<file path="config.mk">
export PLATFORM = sky130hd
export DESIGN_NAME = ucp_top
export DESIGN_NICKNAME = d
export VERILOG_FILES = /design/src/ucp_pkg.sv /design/src/ucp_pulse.sv /design/src/ucp_wake_timer.sv /design/src/ucp_top.sv
export VERILOG_INCLUDE_DIRS = /design/src /design/src/src
export SDC_FILE = /design/constraint.sdc
export NUM_CORES = 1
export LEC_CHECK = 0
export ABC_AREA = 1
export BUFFER_PORTS_ARGS = -buffer_cell sky130_fd_sc_hd__buf_2
export CORE_MARGIN = 5
export CORE_UTILIZATION = 67
export CTS_BUF_LIST = sky130_fd_sc_hd__clkbuf_8
export CTS_CLUSTER_SIZE = 30
export DETAILED_ROUTE_END_ITERATION = 10
export PLACE_DENSITY = 0.89
export SYNTH_ARGS = -nofsm -noshare
export SYNTH_HDL_FRONTEND = slang
export SYNTH_SLANG_ARGS = --single-unit
</file>
<file path="constraint.sdc">
create_clock -name clock -period 8 [get_ports clock]
set_clock_uncertainty 0.1 [all_clocks]
set_input_delay 0.4 -clock clock [delete_from_list [all_inputs] [get_ports clock]]
set_output_delay 0.4 -clock clock [all_outputs]
set_load 0.01 [all_outputs]
</file>
<file path="src/ucp_defines.svh">
// offsets, field positions, reset values and timing counts of the block
`ifndef UCP_DEFINES_SVH
`define UCP_DEFINES_SVH

// register port
`define UCP_ADDR_W      7
`define UCP_UC_ADDR     7'h6a
`define UCP_PC_ADDR     7'h6b
`define UCP_UC_RST      8'h00
`define UCP_PC_RST      8'h00

// user control fields
`define UCP_UC_ENGINE   7
`define UCP_UC_FIFO     6
`define UCP_UC_AUX      5
`define UCP_UC_TWDIS    4
`define UCP_UC_ENG_RST  3

// power control fields
`define UCP_PC_DEV_RST  7
`define UCP_PC_SLEEP    6
`define UCP_PC_CYCLE    5
`define UCP_PC_GSTBY    4
`define UCP_PC_THERMO   3

// clock source codes
`define UCP_CS_OSC_A    3'h0
`define UCP_CS_OSC_B    3'h6
`define UCP_CS_HALT     3'h7

// pulse vector slots
`define UCP_P_SIG       0
`define UCP_P_AUX       1
`define UCP_P_FIFO      2
`define UCP_P_ENG       3
`define UCP_P_TW        4
`define UCP_P_DEV       5

// timing: one oscillator cycle, as whole system clock cycles
`define UCP_CLK_NS      5
`define UCP_OSC_NS      50
`define UCP_PULSE_CYC   ((`UCP_OSC_NS + `UCP_CLK_NS - 1) / `UCP_CLK_NS)
`define UCP_CLK_HZ      64'd200_000_000
`define UCP_WAKE0_MHZ   64'd1250
`define UCP_WAKE1_MHZ   64'd5000
`define UCP_WAKE2_MHZ   64'd20000
`define UCP_WAKE3_MHZ   64'd40000
`define UCP_LP_MAX_SH   4'hb

`endif

</file>
<file path="src/ucp_pkg.sv">
// types shared by the user control and power block
package ucp_pkg;

  typedef enum logic [1:0] {UCP_CLK_OSC, UCP_CLK_AUTO, UCP_CLK_HALT}
    ucp_clk_mode_t;

  typedef struct packed {
    logic [7:0] count;
    logic       active;
  } ucp_pulse_state_t;

  typedef struct packed {
    logic [31:0] count;
    logic        wake;
  } ucp_timer_state_t;

  typedef struct packed {
    logic [2:0] uc_en;
    logic [6:0] pc;
    logic       engine_active;
    logic       spi_only;
    logic [1:0] pin_s1;
    logic [1:0] pin_s2;
    logic [1:0] pin_s3;
    logic [1:0] pin_lvl;
    logic [7:0] rdata;
  } ucp_top_state_t;

endpackage

</file>
<file path="src/ucp_pulse.sv">
// self-clearing reset pulse of a fixed number of clock cycles
module ucp_pulse
  import ucp_pkg::*;
#(
  parameter int CYCLES = 10
)
(
  // clock and reset
  input  wire logic clock,
  input  wire logic rst,
  // request and pulse
  input  wire logic fire,
  output logic      active
);

  ucp_pulse_state_t q;
  ucp_pulse_state_t d;

  if (CYCLES < 1 || CYCLES > 255)
  begin : g_chk
    $error("ucp_pulse: CYCLES out of range");
  end

  // a new request restarts the count, so a late one is never cut short
  always_comb
  begin
    d = q;
    d.count = (q.count == 8'h00) ? 8'h00 : q.count - 8'h01;
    if (fire)
    begin
      d.count = 8'(CYCLES);
    end
    d.active = (d.count != 8'h00);
  end

  // state register
  always_ff @(posedge clock)
  begin
    if (rst)
    begin
      q <= '0;
    end
    else
    begin
      q <= d;
    end
  end

  assign active = q.active;

endmodule

</file>
<file path="src/ucp_wake_timer.sv">
// periodic wake strobe for the cycle mode
module ucp_wake_timer
  import ucp_pkg::*;
(
  // clock and reset
  input  wire logic        clock,
  input  wire logic        rst,
  // control
  input  wire logic        run,
  input  wire logic [31:0] period,
  // strobe
  output logic             wake
);

  ucp_timer_state_t q;
  ucp_timer_state_t d;

  // counting restarts from zero whenever the mode is left
  always_comb
  begin
    d = q;
    d.wake = 1'b0;
    if (!run)
    begin
      d.count = 32'h0000_0000;
    end
    else if (q.count + 32'h0000_0001 >= period)
    begin
      d.count = 32'h0000_0000;
      d.wake = 1'b1;
    end
    else
    begin
      d.count = q.count + 32'h0000_0001;
    end
  end

  // state register
  always_ff @(posedge clock)
  begin
    if (rst)
    begin
      q <= '0;
    end
    else
    begin
      q <= d;
    end
  end

  assign wake = q.wake;

endmodule

</file>
<file path="src/ucp_top.sv">
// user control and power control registers with their reset pulses
//
// Contract
// - engine enable bit 7 runs engine; clearing stops after current round
// - bit 6 enables host fifo access; internal fifo writes unaffected
// - bit 5 enables aux master and isolates aux pins, else pins follow host
// - enabled engine runs with all sensors off, except at 8kHz rate
// - bit 4 resets two-wire slave, locks spi only, clears after osc cycle
// - bit 3 resets engine only while engine enable is zero, then clears
// - bit 2 pulses fifo asynchronous reset for one oscillator cycle
// - bit 1 pulses aux master asynchronous reset for one oscillator cycle
// - bit 0 resets gyro, accel, thermo paths and clears sensor data
// - power bit 7 restores all registers to defaults, then clears
// - power bit 6 puts the whole device to sleep
// - cycle bit, without sleep or standby, alternates sleep and one sample
// - cycle mode with all accel axes off wakes but takes no sample
// - gyro standby keeps drive and pll, switches sense paths off
// - power bit 3 switches the temperature sensor off
// - clock codes 0 and 6 use oscillator; 1 to 5 pll when ready
// - clock code 7 stops the clock and holds timing generator reset
`include "ucp_defines.svh"

module ucp_top
  import ucp_pkg::*;
#(
  parameter int          PULSE_CYC = `UCP_PULSE_CYC,
  parameter int unsigned WAKE0_CYC =
    32'(`UCP_CLK_HZ * 64'd1000 / `UCP_WAKE0_MHZ),
  parameter int unsigned WAKE1_CYC =
    32'(`UCP_CLK_HZ * 64'd1000 / `UCP_WAKE1_MHZ),
  parameter int unsigned WAKE2_CYC =
    32'(`UCP_CLK_HZ * 64'd1000 / `UCP_WAKE2_MHZ),
  parameter int unsigned WAKE3_CYC =
    32'(`UCP_CLK_HZ * 64'd1000 / `UCP_WAKE3_MHZ),
  parameter int unsigned LP_BASE_CYC = WAKE0_CYC
)
(
  // clock and reset
  input  wire logic                   clock,
  input  wire logic                   rst,
  // register port from the serial host interface
  input  wire logic                   reg_wr,
  input  wire logic                   reg_rd,
  input  wire logic [`UCP_ADDR_W-1:0] reg_addr,
  input  wire logic [7:0]             reg_wdata,
  output logic      [7:0]             reg_rdata,
  // status from the rest of the device
  input  wire logic                   engine_round_done,
  input  wire logic                   sensors_all_off,
  input  wire logic                   rate_is_8khz,
  input  wire logic                   pll_ready,
  input  wire logic                   compat_mode,
  input  wire logic [3:0]             lowpower_sample_rate,
  input  wire logic [1:0]             legacy_wake_rate,
  input  wire logic [2:0]             accel_axis_off,
  // host pins and aux master drive
  input  wire logic                   host_data_pin,
  input  wire logic                   host_clock_pin,
  input  wire logic                   aux_master_data_low,
  input  wire logic                   aux_master_clock_low,
  // aux open-drain pins
  output logic                        aux_data_pin_out,
  output logic                        aux_data_pin_oe,
  output logic                        aux_clock_pin_out,
  output logic                        aux_clock_pin_oe,
  // enables and modes
  output logic                        motion_engine_run,
  output logic                        fifo_host_access_en,
  output logic                        aux_master_on,
  output logic                        spi_only,
  output logic                        sleep_mode,
  output logic                        gyro_drive_on,
  output logic                        gyro_sense_on,
  output logic                        thermo_sensor_off,
  output logic                        clk_use_pll,
  output logic                        clk_stopped,
  output logic                        timing_gen_rst,
  output logic                        cycle_wake,
  output logic                        cycle_sample,
  // reset pulses
  output logic                        host_twowire_rst,
  output logic                        motion_engine_rst,
  output logic                        fifo_rst,
  output logic                        aux_master_rst,
  output logic [2:0]                  sensor_path_rst,
  output logic                        sensor_regs_clear,
  output logic                        regs_to_default
);

  ucp_top_state_t q;
  ucp_top_state_t d;
  logic           wr_uc;
  logic           wr_pc;
  logic [5:0]     fire;
  logic [5:0]     act;
  logic [1:0]     agree;
  logic [31:0]    period;
  ucp_clk_mode_t  cmode;

  if (PULSE_CYC < 1 || PULSE_CYC > 255 || WAKE3_CYC < 1
      || LP_BASE_CYC < 1)
  begin : g_chk
    $error("ucp_top: timing parameter out of range");
  end

  // ------------------------------------------------------------
  // helpers
  // ------------------------------------------------------------

  // clock source decode
  function automatic ucp_clk_mode_t clk_mode(input logic [2:0] code);
    if (code == `UCP_CS_HALT)
    begin
      return UCP_CLK_HALT;
    end
    if (code == `UCP_CS_OSC_A || code == `UCP_CS_OSC_B)
    begin
      return UCP_CLK_OSC;
    end
    return UCP_CLK_AUTO;
  endfunction

  // low-power wake period; deep codes saturate to keep the count sane
  function automatic logic [31:0] lp_period(input logic [3:0] code);
    logic [3:0] sh;
    sh = (code > `UCP_LP_MAX_SH) ? `UCP_LP_MAX_SH : code;
    return LP_BASE_CYC >> sh;
  endfunction

  // ------------------------------------------------------------
  // register access
  // ------------------------------------------------------------

  // writes are dropped while the device reset pulse is running
  assign wr_uc = reg_wr && reg_addr == `UCP_UC_ADDR && !act[`UCP_P_DEV];
  assign wr_pc = reg_wr && reg_addr == `UCP_PC_ADDR && !act[`UCP_P_DEV];

  // engine reset gated by the written enable
  assign fire[2:0] = wr_uc ? reg_wdata[2:0] : 3'h0;
  assign fire[`UCP_P_ENG] = wr_uc && reg_wdata[`UCP_UC_ENG_RST]
                            && !reg_wdata[`UCP_UC_ENGINE];
  assign fire[`UCP_P_TW] = wr_uc && reg_wdata[`UCP_UC_TWDIS];
  assign fire[`UCP_P_DEV] = wr_pc && reg_wdata[`UCP_PC_DEV_RST];

  for (genvar i = 0; i < 6; i++)
  begin : g_pulse
    ucp_pulse #(.CYCLES(PULSE_CYC)) u_pulse
    (
      .clock  (clock),
      .rst    (rst),
      .fire   (fire[i]),
      .active (act[i])
    );
  end

  // ------------------------------------------------------------
  // next state
  // ------------------------------------------------------------

  // a host pin level counts once the second and third stages agree
  assign agree = ~(q.pin_s2 ^ q.pin_s3);

  always_comb
  begin
    d = q;
    d.pin_s1 = {host_data_pin, host_clock_pin};
    d.pin_s2 = q.pin_s1;
    d.pin_s3 = q.pin_s2;
    d.pin_lvl = (q.pin_s3 & agree) | (q.pin_lvl & ~agree);
    // defaults held for the whole pulse
    if (act[`UCP_P_DEV])
    begin
      d.uc_en = 3'(`UCP_UC_RST >> 5);
      d.pc = 7'(`UCP_PC_RST & 8'h7f);
    end
    else
    begin
      if (wr_uc)
      begin
        d.uc_en = reg_wdata[7:5];
      end
      if (wr_pc)
      begin
        d.pc = reg_wdata[6:0];
      end
    end
    // spi lock stays until the block reset
    if (fire[`UCP_P_TW])
    begin
      d.spi_only = 1'b1;
    end
    // stop only at the end of a round
    if (q.uc_en[2])
    begin
      d.engine_active = 1'b1;
    end
    else if (engine_round_done)
    begin
      d.engine_active = 1'b0;
    end
    // pulse bits read back as their live state
    d.rdata = 8'h00;
    if (reg_rd && reg_addr == `UCP_UC_ADDR)
    begin
      d.rdata = {q.uc_en, act[4:0]};
    end
    else if (reg_rd && reg_addr == `UCP_PC_ADDR)
    begin
      d.rdata = {act[`UCP_P_DEV], q.pc};
    end
  end

  // state register
  always_ff @(posedge clock)
  begin
    if (rst)
    begin
      q <= '0;
      q.uc_en <= 3'(`UCP_UC_RST >> 5);
      q.pc <= 7'(`UCP_PC_RST & 8'h7f);
    end
    else
    begin
      q <= d;
    end
  end

  // ------------------------------------------------------------
  // outputs
  // ------------------------------------------------------------

  assign reg_rdata = q.rdata;
  assign cmode = clk_mode(q.pc[2:0]);

  // engine idles only with bare sensors at the fastest rate
  assign motion_engine_run = q.engine_active
                             && !(sensors_all_off && rate_is_8khz);
  assign fifo_host_access_en = q.uc_en[1];
  assign aux_master_on = q.uc_en[0];
  assign spi_only = q.spi_only;

  // open-drain pins: master drive or host pin follow
  assign aux_data_pin_out = 1'b0;
  assign aux_clock_pin_out = 1'b0;
  assign aux_data_pin_oe = q.uc_en[0] ? aux_master_data_low
                                      : !q.pin_lvl[1];
  assign aux_clock_pin_oe = q.uc_en[0] ? aux_master_clock_low
                                       : !q.pin_lvl[0];

  assign sleep_mode = q.pc[`UCP_PC_SLEEP];
  assign gyro_drive_on = !q.pc[`UCP_PC_SLEEP];
  assign gyro_sense_on = !q.pc[`UCP_PC_SLEEP] && !q.pc[`UCP_PC_GSTBY];
  assign thermo_sensor_off = q.pc[`UCP_PC_THERMO];

  assign clk_use_pll = cmode == UCP_CLK_AUTO && pll_ready;
  assign clk_stopped = cmode == UCP_CLK_HALT;
  assign timing_gen_rst = cmode == UCP_CLK_HALT;

  always_comb
  begin
    period = lp_period(lowpower_sample_rate);
    if (compat_mode)
    begin
      unique case (legacy_wake_rate)
        2'h0: period = WAKE0_CYC;
        2'h1: period = WAKE1_CYC;
        2'h2: period = WAKE2_CYC;
        2'h3: period = WAKE3_CYC;
      endcase
    end
  end

  // cycle only without sleep or standby
  ucp_wake_timer u_wake
  (
    .clock  (clock),
    .rst    (rst),
    .run    (q.pc[`UCP_PC_CYCLE] && !q.pc[`UCP_PC_SLEEP]
             && !q.pc[`UCP_PC_GSTBY]),
    .period (period),
    .wake   (cycle_wake)
  );

  // wake without sample when all axes are off
  assign cycle_sample = cycle_wake && !(&accel_axis_off);

  assign host_twowire_rst = act[`UCP_P_TW];
  assign motion_engine_rst = act[`UCP_P_ENG];
  assign fifo_rst = act[`UCP_P_FIFO];
  assign aux_master_rst = act[`UCP_P_AUX];
  assign sensor_path_rst = {3{act[`UCP_P_SIG]}};
  assign sensor_regs_clear = act[`UCP_P_SIG];
  assign regs_to_default = act[`UCP_P_DEV];

  // helper: cycles the fifo pulse has stood since its last request;
  // a counter, because a ten-fold repetition is too costly to unroll
  logic [7:0] fifo_run_q;

  always_ff @(posedge clock)
  begin
    if (rst || fire[`UCP_P_FIFO])
    begin
      fifo_run_q <= 8'h00;
    end
    else if (fifo_rst && fifo_run_q != 8'hff)
    begin
      fifo_run_q <= fifo_run_q + 8'h01;
    end
  end
endmodule

</file>
==> qor.txt, run 1 <==
outcome = complete, no violations
GRT Residual Overflow = 0
ratio of cells with drive above 1 in the final layout = 13.62%
most frequent cells in the layout = nand2_1 (209), nor2_1 (160), inv_1 (157)
Post-CTS Hold Buffers = 0
commonest non-fill, non-tap cell in the layout = nand2_1
Clk Latency, worst-skew pair = 0.45 ns
HPWL after DPL = 12.14 mm
P&R area growth vs syn = 11.01%
Antenna diodes = 0
GRT busiest layer = met2
fin crit share = 48.02%
io pins = 71
layout net count = 1,168
total iterations of the first detailed-routing run = 7
Num CTS Buffers = 17
WS Path Type = register to register
DIE WIDTH = 113.0 um
post-layout utilization of the core = 76.38%
Synth Warn # = 0
Total GRT Usage = 26.96%
PD cells = 281.6 nW/um^2
Fin. Hold Viols = 0
actual slew at the worst max-slew pin = 1.312 ns
# setup viols final = 0
initial antenna violation count = 0
leakage power = 3.819 nW
RSZ-0062 raised after global routing = false
WL final = 16.59 mm
worst path arrival time = 4.10 ns
Worst Path Required = 8.26 ns
placed cell area = 7453 um^2
Worst-path clk slew = 0.07 ns
maximum vdd drop = 0.2512 mV
DR vias = 6,584
Post-synth EDFFs = 0
routability congestion estimate = 0.9615
max cap viols = 0
HP Class = primary input to register
drt wl/cell = 13.49 um
Hold Startpoint = host_clock_pin
met2 GRT Util = 46.52%
Pins Over Slew Limit = 0
Cells after Synth = 1,015
Fin Setup TNS = 0 ns
largest fanout on the critical path = 28
prevailing post-synth register cell = dfxtp_1
Mapped Avg Cell Area = 6.998 um^2
flops & latches, synth = 115
post-route DRC violation count = 0
die area = 12,760 um^2
Rel. slew slack = 11.73%
met3 GRT Util = 5.989%
number of core rows = 37
Worst Setup Start Kind = register
PortBufs = 68
Seq/Total Area, Yosys = 32.41%
worst reg2reg path startpoint = u_wake.q[1]$_SDFF_PP0_
Synth cell types = 44
Final Total Pwr = 2.221 mW
post_cts resized = 0
number of global-route vias before repair = 6,281
TritonCTS clock tree = yes
TritonCTS Sinks = 115
Crit. Startpoint = u_wake.q[1]$_SDFF_PP0_
die span in y = 113.0 um
routing usage on met1 = 33.28%
first-pass GRT wire length = 28.37 mm
largest net degree at the start of global routing = 73
post-synthesis async set-or-reset flop share = 0%
htree depth = 4
post-route minimum period = 3.842 ns
Peak Freq = 0.2603 GHz
Starting Density = 68.80%
post-route design area = 7885 um^2
CP Capture Type = register
drt via density = 5.353
DRT antenna net count = 0
Root Buffer = clkbuf_8
synthesized area = 7103 um^2
initial DRC count = 506
CTS Buffer Depth = 2
number of post-CTS setup repair buffers = 0
area of the core = 10,320 um^2
[kinds of logic (layout without fill, tap and decap cells)]
logic type               Yosys count  in the layout  share of synthesized area [%]
XOR/XNOR                          53             53                          6.535
adder cells (fa/ha/maj)           50             50                          8.807
buffers and inverters            185            259                          10.97
other                              1              6                        0.05279
flip-flops                       115            115                          32.41
AO/OA/AOI/OAI                    105            105                          8.579
AND/OR/NAND/NOR                  506            506                          32.64
[flip-flops by register name, summed over array words and instances (netlist names), 4 cells and up, named ones only]
name,flops
g_pulse.u_pulse.q,48
u_wake.q,32
q,9
reg_rdata,8
g_pulse.u_pulse.active,6
d,4
[synthesized netlist by cell type (4+ instances only)]
master / number / area [um^2]
dfxtp_1: 115 / 2302
buf_4: 14 / 105.1
nand3b_1: 4 / 30.03
nand3_1: 47 / 235.2
a32oi_1: 5 / 43.79
ha_1: 50 / 625.6
nor3_1: 27 / 135.1
nand2_2: 4 / 25.02
nand2_1: 209 / 784.5
nor2_4: 27 / 304.0
xnor2_1: 13 / 113.9
nand4_1: 9 / 56.30
inv_1: 157 / 589.3
o21ai_0: 27 / 135.1
nor2_1: 160 / 600.6
or2_2: 9 / 56.30
xor2_1: 40 / 350.3
a21oi_1: 51 / 255.2
clkbuf_1: 11 / 41.29
[worst max-delay path: stages (launching register included)]
cell,delay (ns)
dfxtp_1,0.40
ha_1,0.27
nand2_1,0.12
nor2_4,0.13
nand2_2,0.10
nor2_4,0.16
nand2_1,0.13
inv_1,0.11
nand3_1,0.08
xor2_1,0.31
inv_1,0.09
ha_1,0.29
nand2_1,0.06
inv_1,0.04
nand2_1,0.06
nand2_1,0.05
nand2_1,0.06
nand2_1,0.04
nand2_1,0.05
nand2_1,0.05
nand2_1,0.06
nand3_2,0.09
nor2_4,0.12
nand3_4,0.53
nor2_1,0.26
[where the power goes]
part	leakage [nW]	total, mW	internal (mW)	switching [mW]
registers	0.941	0.725	0.666	0.0592
clock network	0.220	0.586	0.317	0.269
logic	2.66	0.909	0.343	0.566
total	3.82	2.22	1.33	0.895
[per-layer routing]
metal	vias to the layer above	routed length [um]
met5	-	0
li1	3309	-
met1	3028	7098
met4	0	359
met2	204	8171
met3	43	958
[area by class of cell]
| cell class | count | area [um^2] |
|---|---|---|
| clock inverter | 15 | 197.7 |
| clock buffer | 17 | 234.0 |
| timing repair buffer | 69 | 347.8 |
| multi-input combinational | 720 | 4040 |
| fill | 786 | 2439 |
| sequential | 115 | 2302 |
| inverter | 158 | 593.1 |
| tap | 136 | 170.2 |
[metrics by stage]
step                      setup slack, ns  hold WS (ns)  cells
after floorplan                     5.002        0.2883   1020
after global placement              4.167        0.2888   1198
after detailed placement            4.094        0.2991   1198
after CTS                           4.136       0.05409   1230
after global routing                3.782       0.06470   1230
final                               4.158       0.06923   1230
[worst paths after layout]
path	to	slack [ns]	cells after the start
setup reg to reg	u_wake.q[6]$_SDFF_PP0_	4.16	24
hold reg to reg	d[10]$_SDFF_PP0_	0.31	2
setup / recovery	u_wake.q[6]$_SDFF_PP0_	4.16	24
hold / removal	d[12]$_SDFF_PP0_	0.07	3
Note: power is estimated with default switching activity, not from simulation.
==> run 2, diff against run 1 <==
--- a/config.mk
+++ b/config.mk
@@ -9,11 +9,11 @@
 export ABC_AREA = 1
 export BUFFER_PORTS_ARGS = -buffer_cell sky130_fd_sc_hd__buf_2
 export CORE_MARGIN = 5
-export CORE_UTILIZATION = 67
+export CORE_UTILIZATION = 56
 export CTS_BUF_LIST = sky130_fd_sc_hd__clkbuf_8
 export CTS_CLUSTER_SIZE = 30
 export DETAILED_ROUTE_END_ITERATION = 10
-export PLACE_DENSITY = 0.89
+export PLACE_DENSITY = 0.79
 export SYNTH_ARGS = -nofsm -noshare
 export SYNTH_HDL_FRONTEND = slang
 export SYNTH_SLANG_ARGS = --single-unit
==> constraint.sdc (replaced) <==
create_clock -name clock -period 3.4 [get_ports clock]
set_clock_uncertainty 0.1 [all_clocks]
set_input_delay 0.17 -clock clock [delete_from_list [all_inputs] [get_ports clock]]
set_output_delay 0.17 -clock clock [all_outputs]
set_load 0.01 [all_outputs]
==> run 2 against run 1 <==
Effect of this change: clock power up 130%; critical path type unchanged; worst setup slack worse by 4.0 ns; power up 130%.
==> qor.txt, run 2 (synthesis results as in run 1) <==
# setup viols final = 0 (unchanged)
post-route design area = 8150 um^2 (+3.4%)
register area = 2303 um^2 (about the same)
first-pass GRT wire length = 27.37 mm (-3.5%)
initial antenna violation count = 0 (unchanged)
DRT antenna net count = 0 (unchanged)
die area = 15,040 um^2 (+18%)
P_int = 3.210 mW (+140%)
worst path arrival time = 3.44 ns (-0.66 ns)
DR vias = 6,490 (-1.4%)
routability congestion estimate = 0.9698 (+0.86%)
ratio of cells with drive above 1 in the final layout = 14.35% (+0.73 points)
Switching Share = 37.82% (-2.5 points)
largest registers = g_pulse.u_pulse.q x48, u_wake.q x32, q x9
max reg flops = 48 (unchanged)
commonest non-fill, non-tap cell in the layout = nand2_1
number of core rows = 41 (+11%)
pre-CTS setup slack = 0.2463 ns (-3.848 ns)
largest net degree at the start of global routing = 54 (-26%)
post-layout utilization of the core = 65.11% (-11 points)
Flop pwr share = 33.0% (+0.3 points)
TritonCTS clock tree = yes
actual slew at the worst max-slew pin = 0.9851 ns (-0.3269 ns)
fill cell total of the finished layout = 1,133 (+44%)
htree depth = 4 (unchanged)
post-route DRC violation count = 0 (unchanged)
Root Buffer = clkbuf_8
Antenna diodes = 0 (unchanged)
setup ws final = 0.1954 ns (-3.963 ns)
largest fanout on the critical path = 16 (-43%)
leakage power = 3.930 nW (+2.9%)
maximum vdd drop = 0.5711 mV (+130%)
GRT Residual Overflow = 0 (unchanged)
Starting Density = 56.75% (-12 points)
Cells after DPL = 1,243 (+3.8%)
multi-input logic area = 4053 um^2 (+0.31%)
io pins = 71 (unchanged)
placed cell area = 7591 um^2 (+1.8%)
drt wl/cell = 12.69 um (-5.9%)
Comb pwr share = 40.6% (-0.3 points)
Hold Slack = 0.01671 ns (-0.05252 ns)
Fin. Hold Viols = 0 (unchanged)
Psw = 1.953 mW (+120%)
Num CTS Buffers = 17 (unchanged)
P&R area growth vs syn = 14.74%
most frequent cells in the layout = nand2_1 (209), nor2_1 (160), inv_1 (159)
area of the core = 12,520 um^2 (+21%)
fin crit share = 94.25% (+46 points)
TritonCTS Sinks = 115 (unchanged)
PortBufs = 68 (unchanged)
Total GRT Usage = 22.72% (-4.2 points)
post-route minimum period = 3.205 ns (-0.6374 ns)
Pins Over Slew Limit = 0 (unchanged)
Peak Freq = 0.3121 GHz (+20%)
WS Path Type = register to register
Fin Setup TNS = 0 ns (unchanged)
number of global-route vias before repair = 6,050 (-3.7%)
HPWL after DPL = 12.55 mm (+3.3%)
Worst Path Required = 3.64 ns (-4.62 ns)
total iterations of the first detailed-routing run = 5 (-2)
CTS Buffer Depth = 2 (unchanged)
PD cells = 633.4 nW/um^2 (+120%)
die span in y = 122.6 um (+8.6%)
final instance count without filler cells = 1,287 (+4.6%)
WL final = 16.34 mm (-1.5%)
Worst Setup Start Kind = register
Final Total Pwr = 5.162 mW (+130%)
Clock power frac = 26.4% (about the same)
flop2flop setup slack = 0.20 ns (-3.96 ns)
largest register by flop count = g_pulse.u_pulse.q
CP Capture Type = register
outcome = complete, no violations
DIE WIDTH = 122.6 um (+8.6%)
layout net count = 1,189 (+1.8%)
Rel. slew slack = 33.72% (+22 points)
Worst-path clk slew = 0.07 ns (about the same)
Clk Latency, worst-skew pair = 0.45 ns (about the same)
initial DRC count = 502 (-0.79%)
drt via density = 5.043 (-5.8%)
HP Class = primary input to register
max cap viols = 0 (unchanged)
==> run 2: cell count changes in the layout (fill, tap and decap cells not counted), sizes merged <==
cell / before / now
clkbuf: 17 / 19
inv: 163 / 161
dlygate4sd3: 0 / 11
clkinvlp: 0 / 2
clkinv: 7 / 4
buf: 69 / 79
bufinv: 3 / 4
==> run 2: routing by layer <==
layer / global-route usage (%) / share of wire (%)
met1: 28.88 / 45
met2: 37.99 / 48
met3: 4.977 / 4.8
met4: 8.118 / 2.4
met5: 0 / 0
==> run 2: layout make-up <==
cell class                 instances  share of cell area [%]
inverter                         158                   7.277
timing repair buffer              90                   6.847
tap                              172                   2.640
clock buffer                      19                   3.208
sequential                       115                   28.26
clock inverter                    13                   2.042
multi-input combinational        720                   49.72
==> run 2: power groups by stage <==
stage                     logic (mW)  registers [mW]  clock network [mW]
after global placement          2.02            1.73                   0
after CTS                       2.09            1.70                1.39
after global routing            2.44            1.73                1.46
after floorplan                 1.69            1.71                   0
after detailed placement        2.06            1.73                   0
final                           2.09            1.70                1.36
==> run 2: final timing paths <==
path	depth (start not counted)	startpoint	endpoint
worst max register to register	16	u_wake.q[9]$_SDFF_PP0_	u_wake.q[8]$_SDFF_PP0_
worst min register to register	2	d[13]$_SDFF_PP0_	d[11]$_SDFF_PP0_
worst max-delay path	16	u_wake.q[9]$_SDFF_PP0_	u_wake.q[8]$_SDFF_PP0_
worst min-delay path	2	rst	g_pulse[2].u_pulse.q[7]$_SDFF_PP0_
==> run 2: repair_timing <==
action	in CTS	in global routing
gates resized for setup	0	4
hold endpoints to repair	14	0
setup buffers	0	1
endpoints found under the setup margin	0	28
hold buffers	11	0
==> run 2: worst max-delay path, stage by stage, from the launching register on <==
cell and delay, ns:
dfxtp_1 0.38, nand2_1 0.10, nor2_1 0.17, nand2_1 0.12
nor2_4 0.15, nand3_1 0.14, nor3_1 0.20, xor2_1 0.32
inv_1 0.12, ha_1 0.32, and3_1 0.17, nand4_1 0.08
nor3_1 0.20, nand2_1 0.14, nand3_4 0.13, buf_12 0.19
nor2_1 0.06
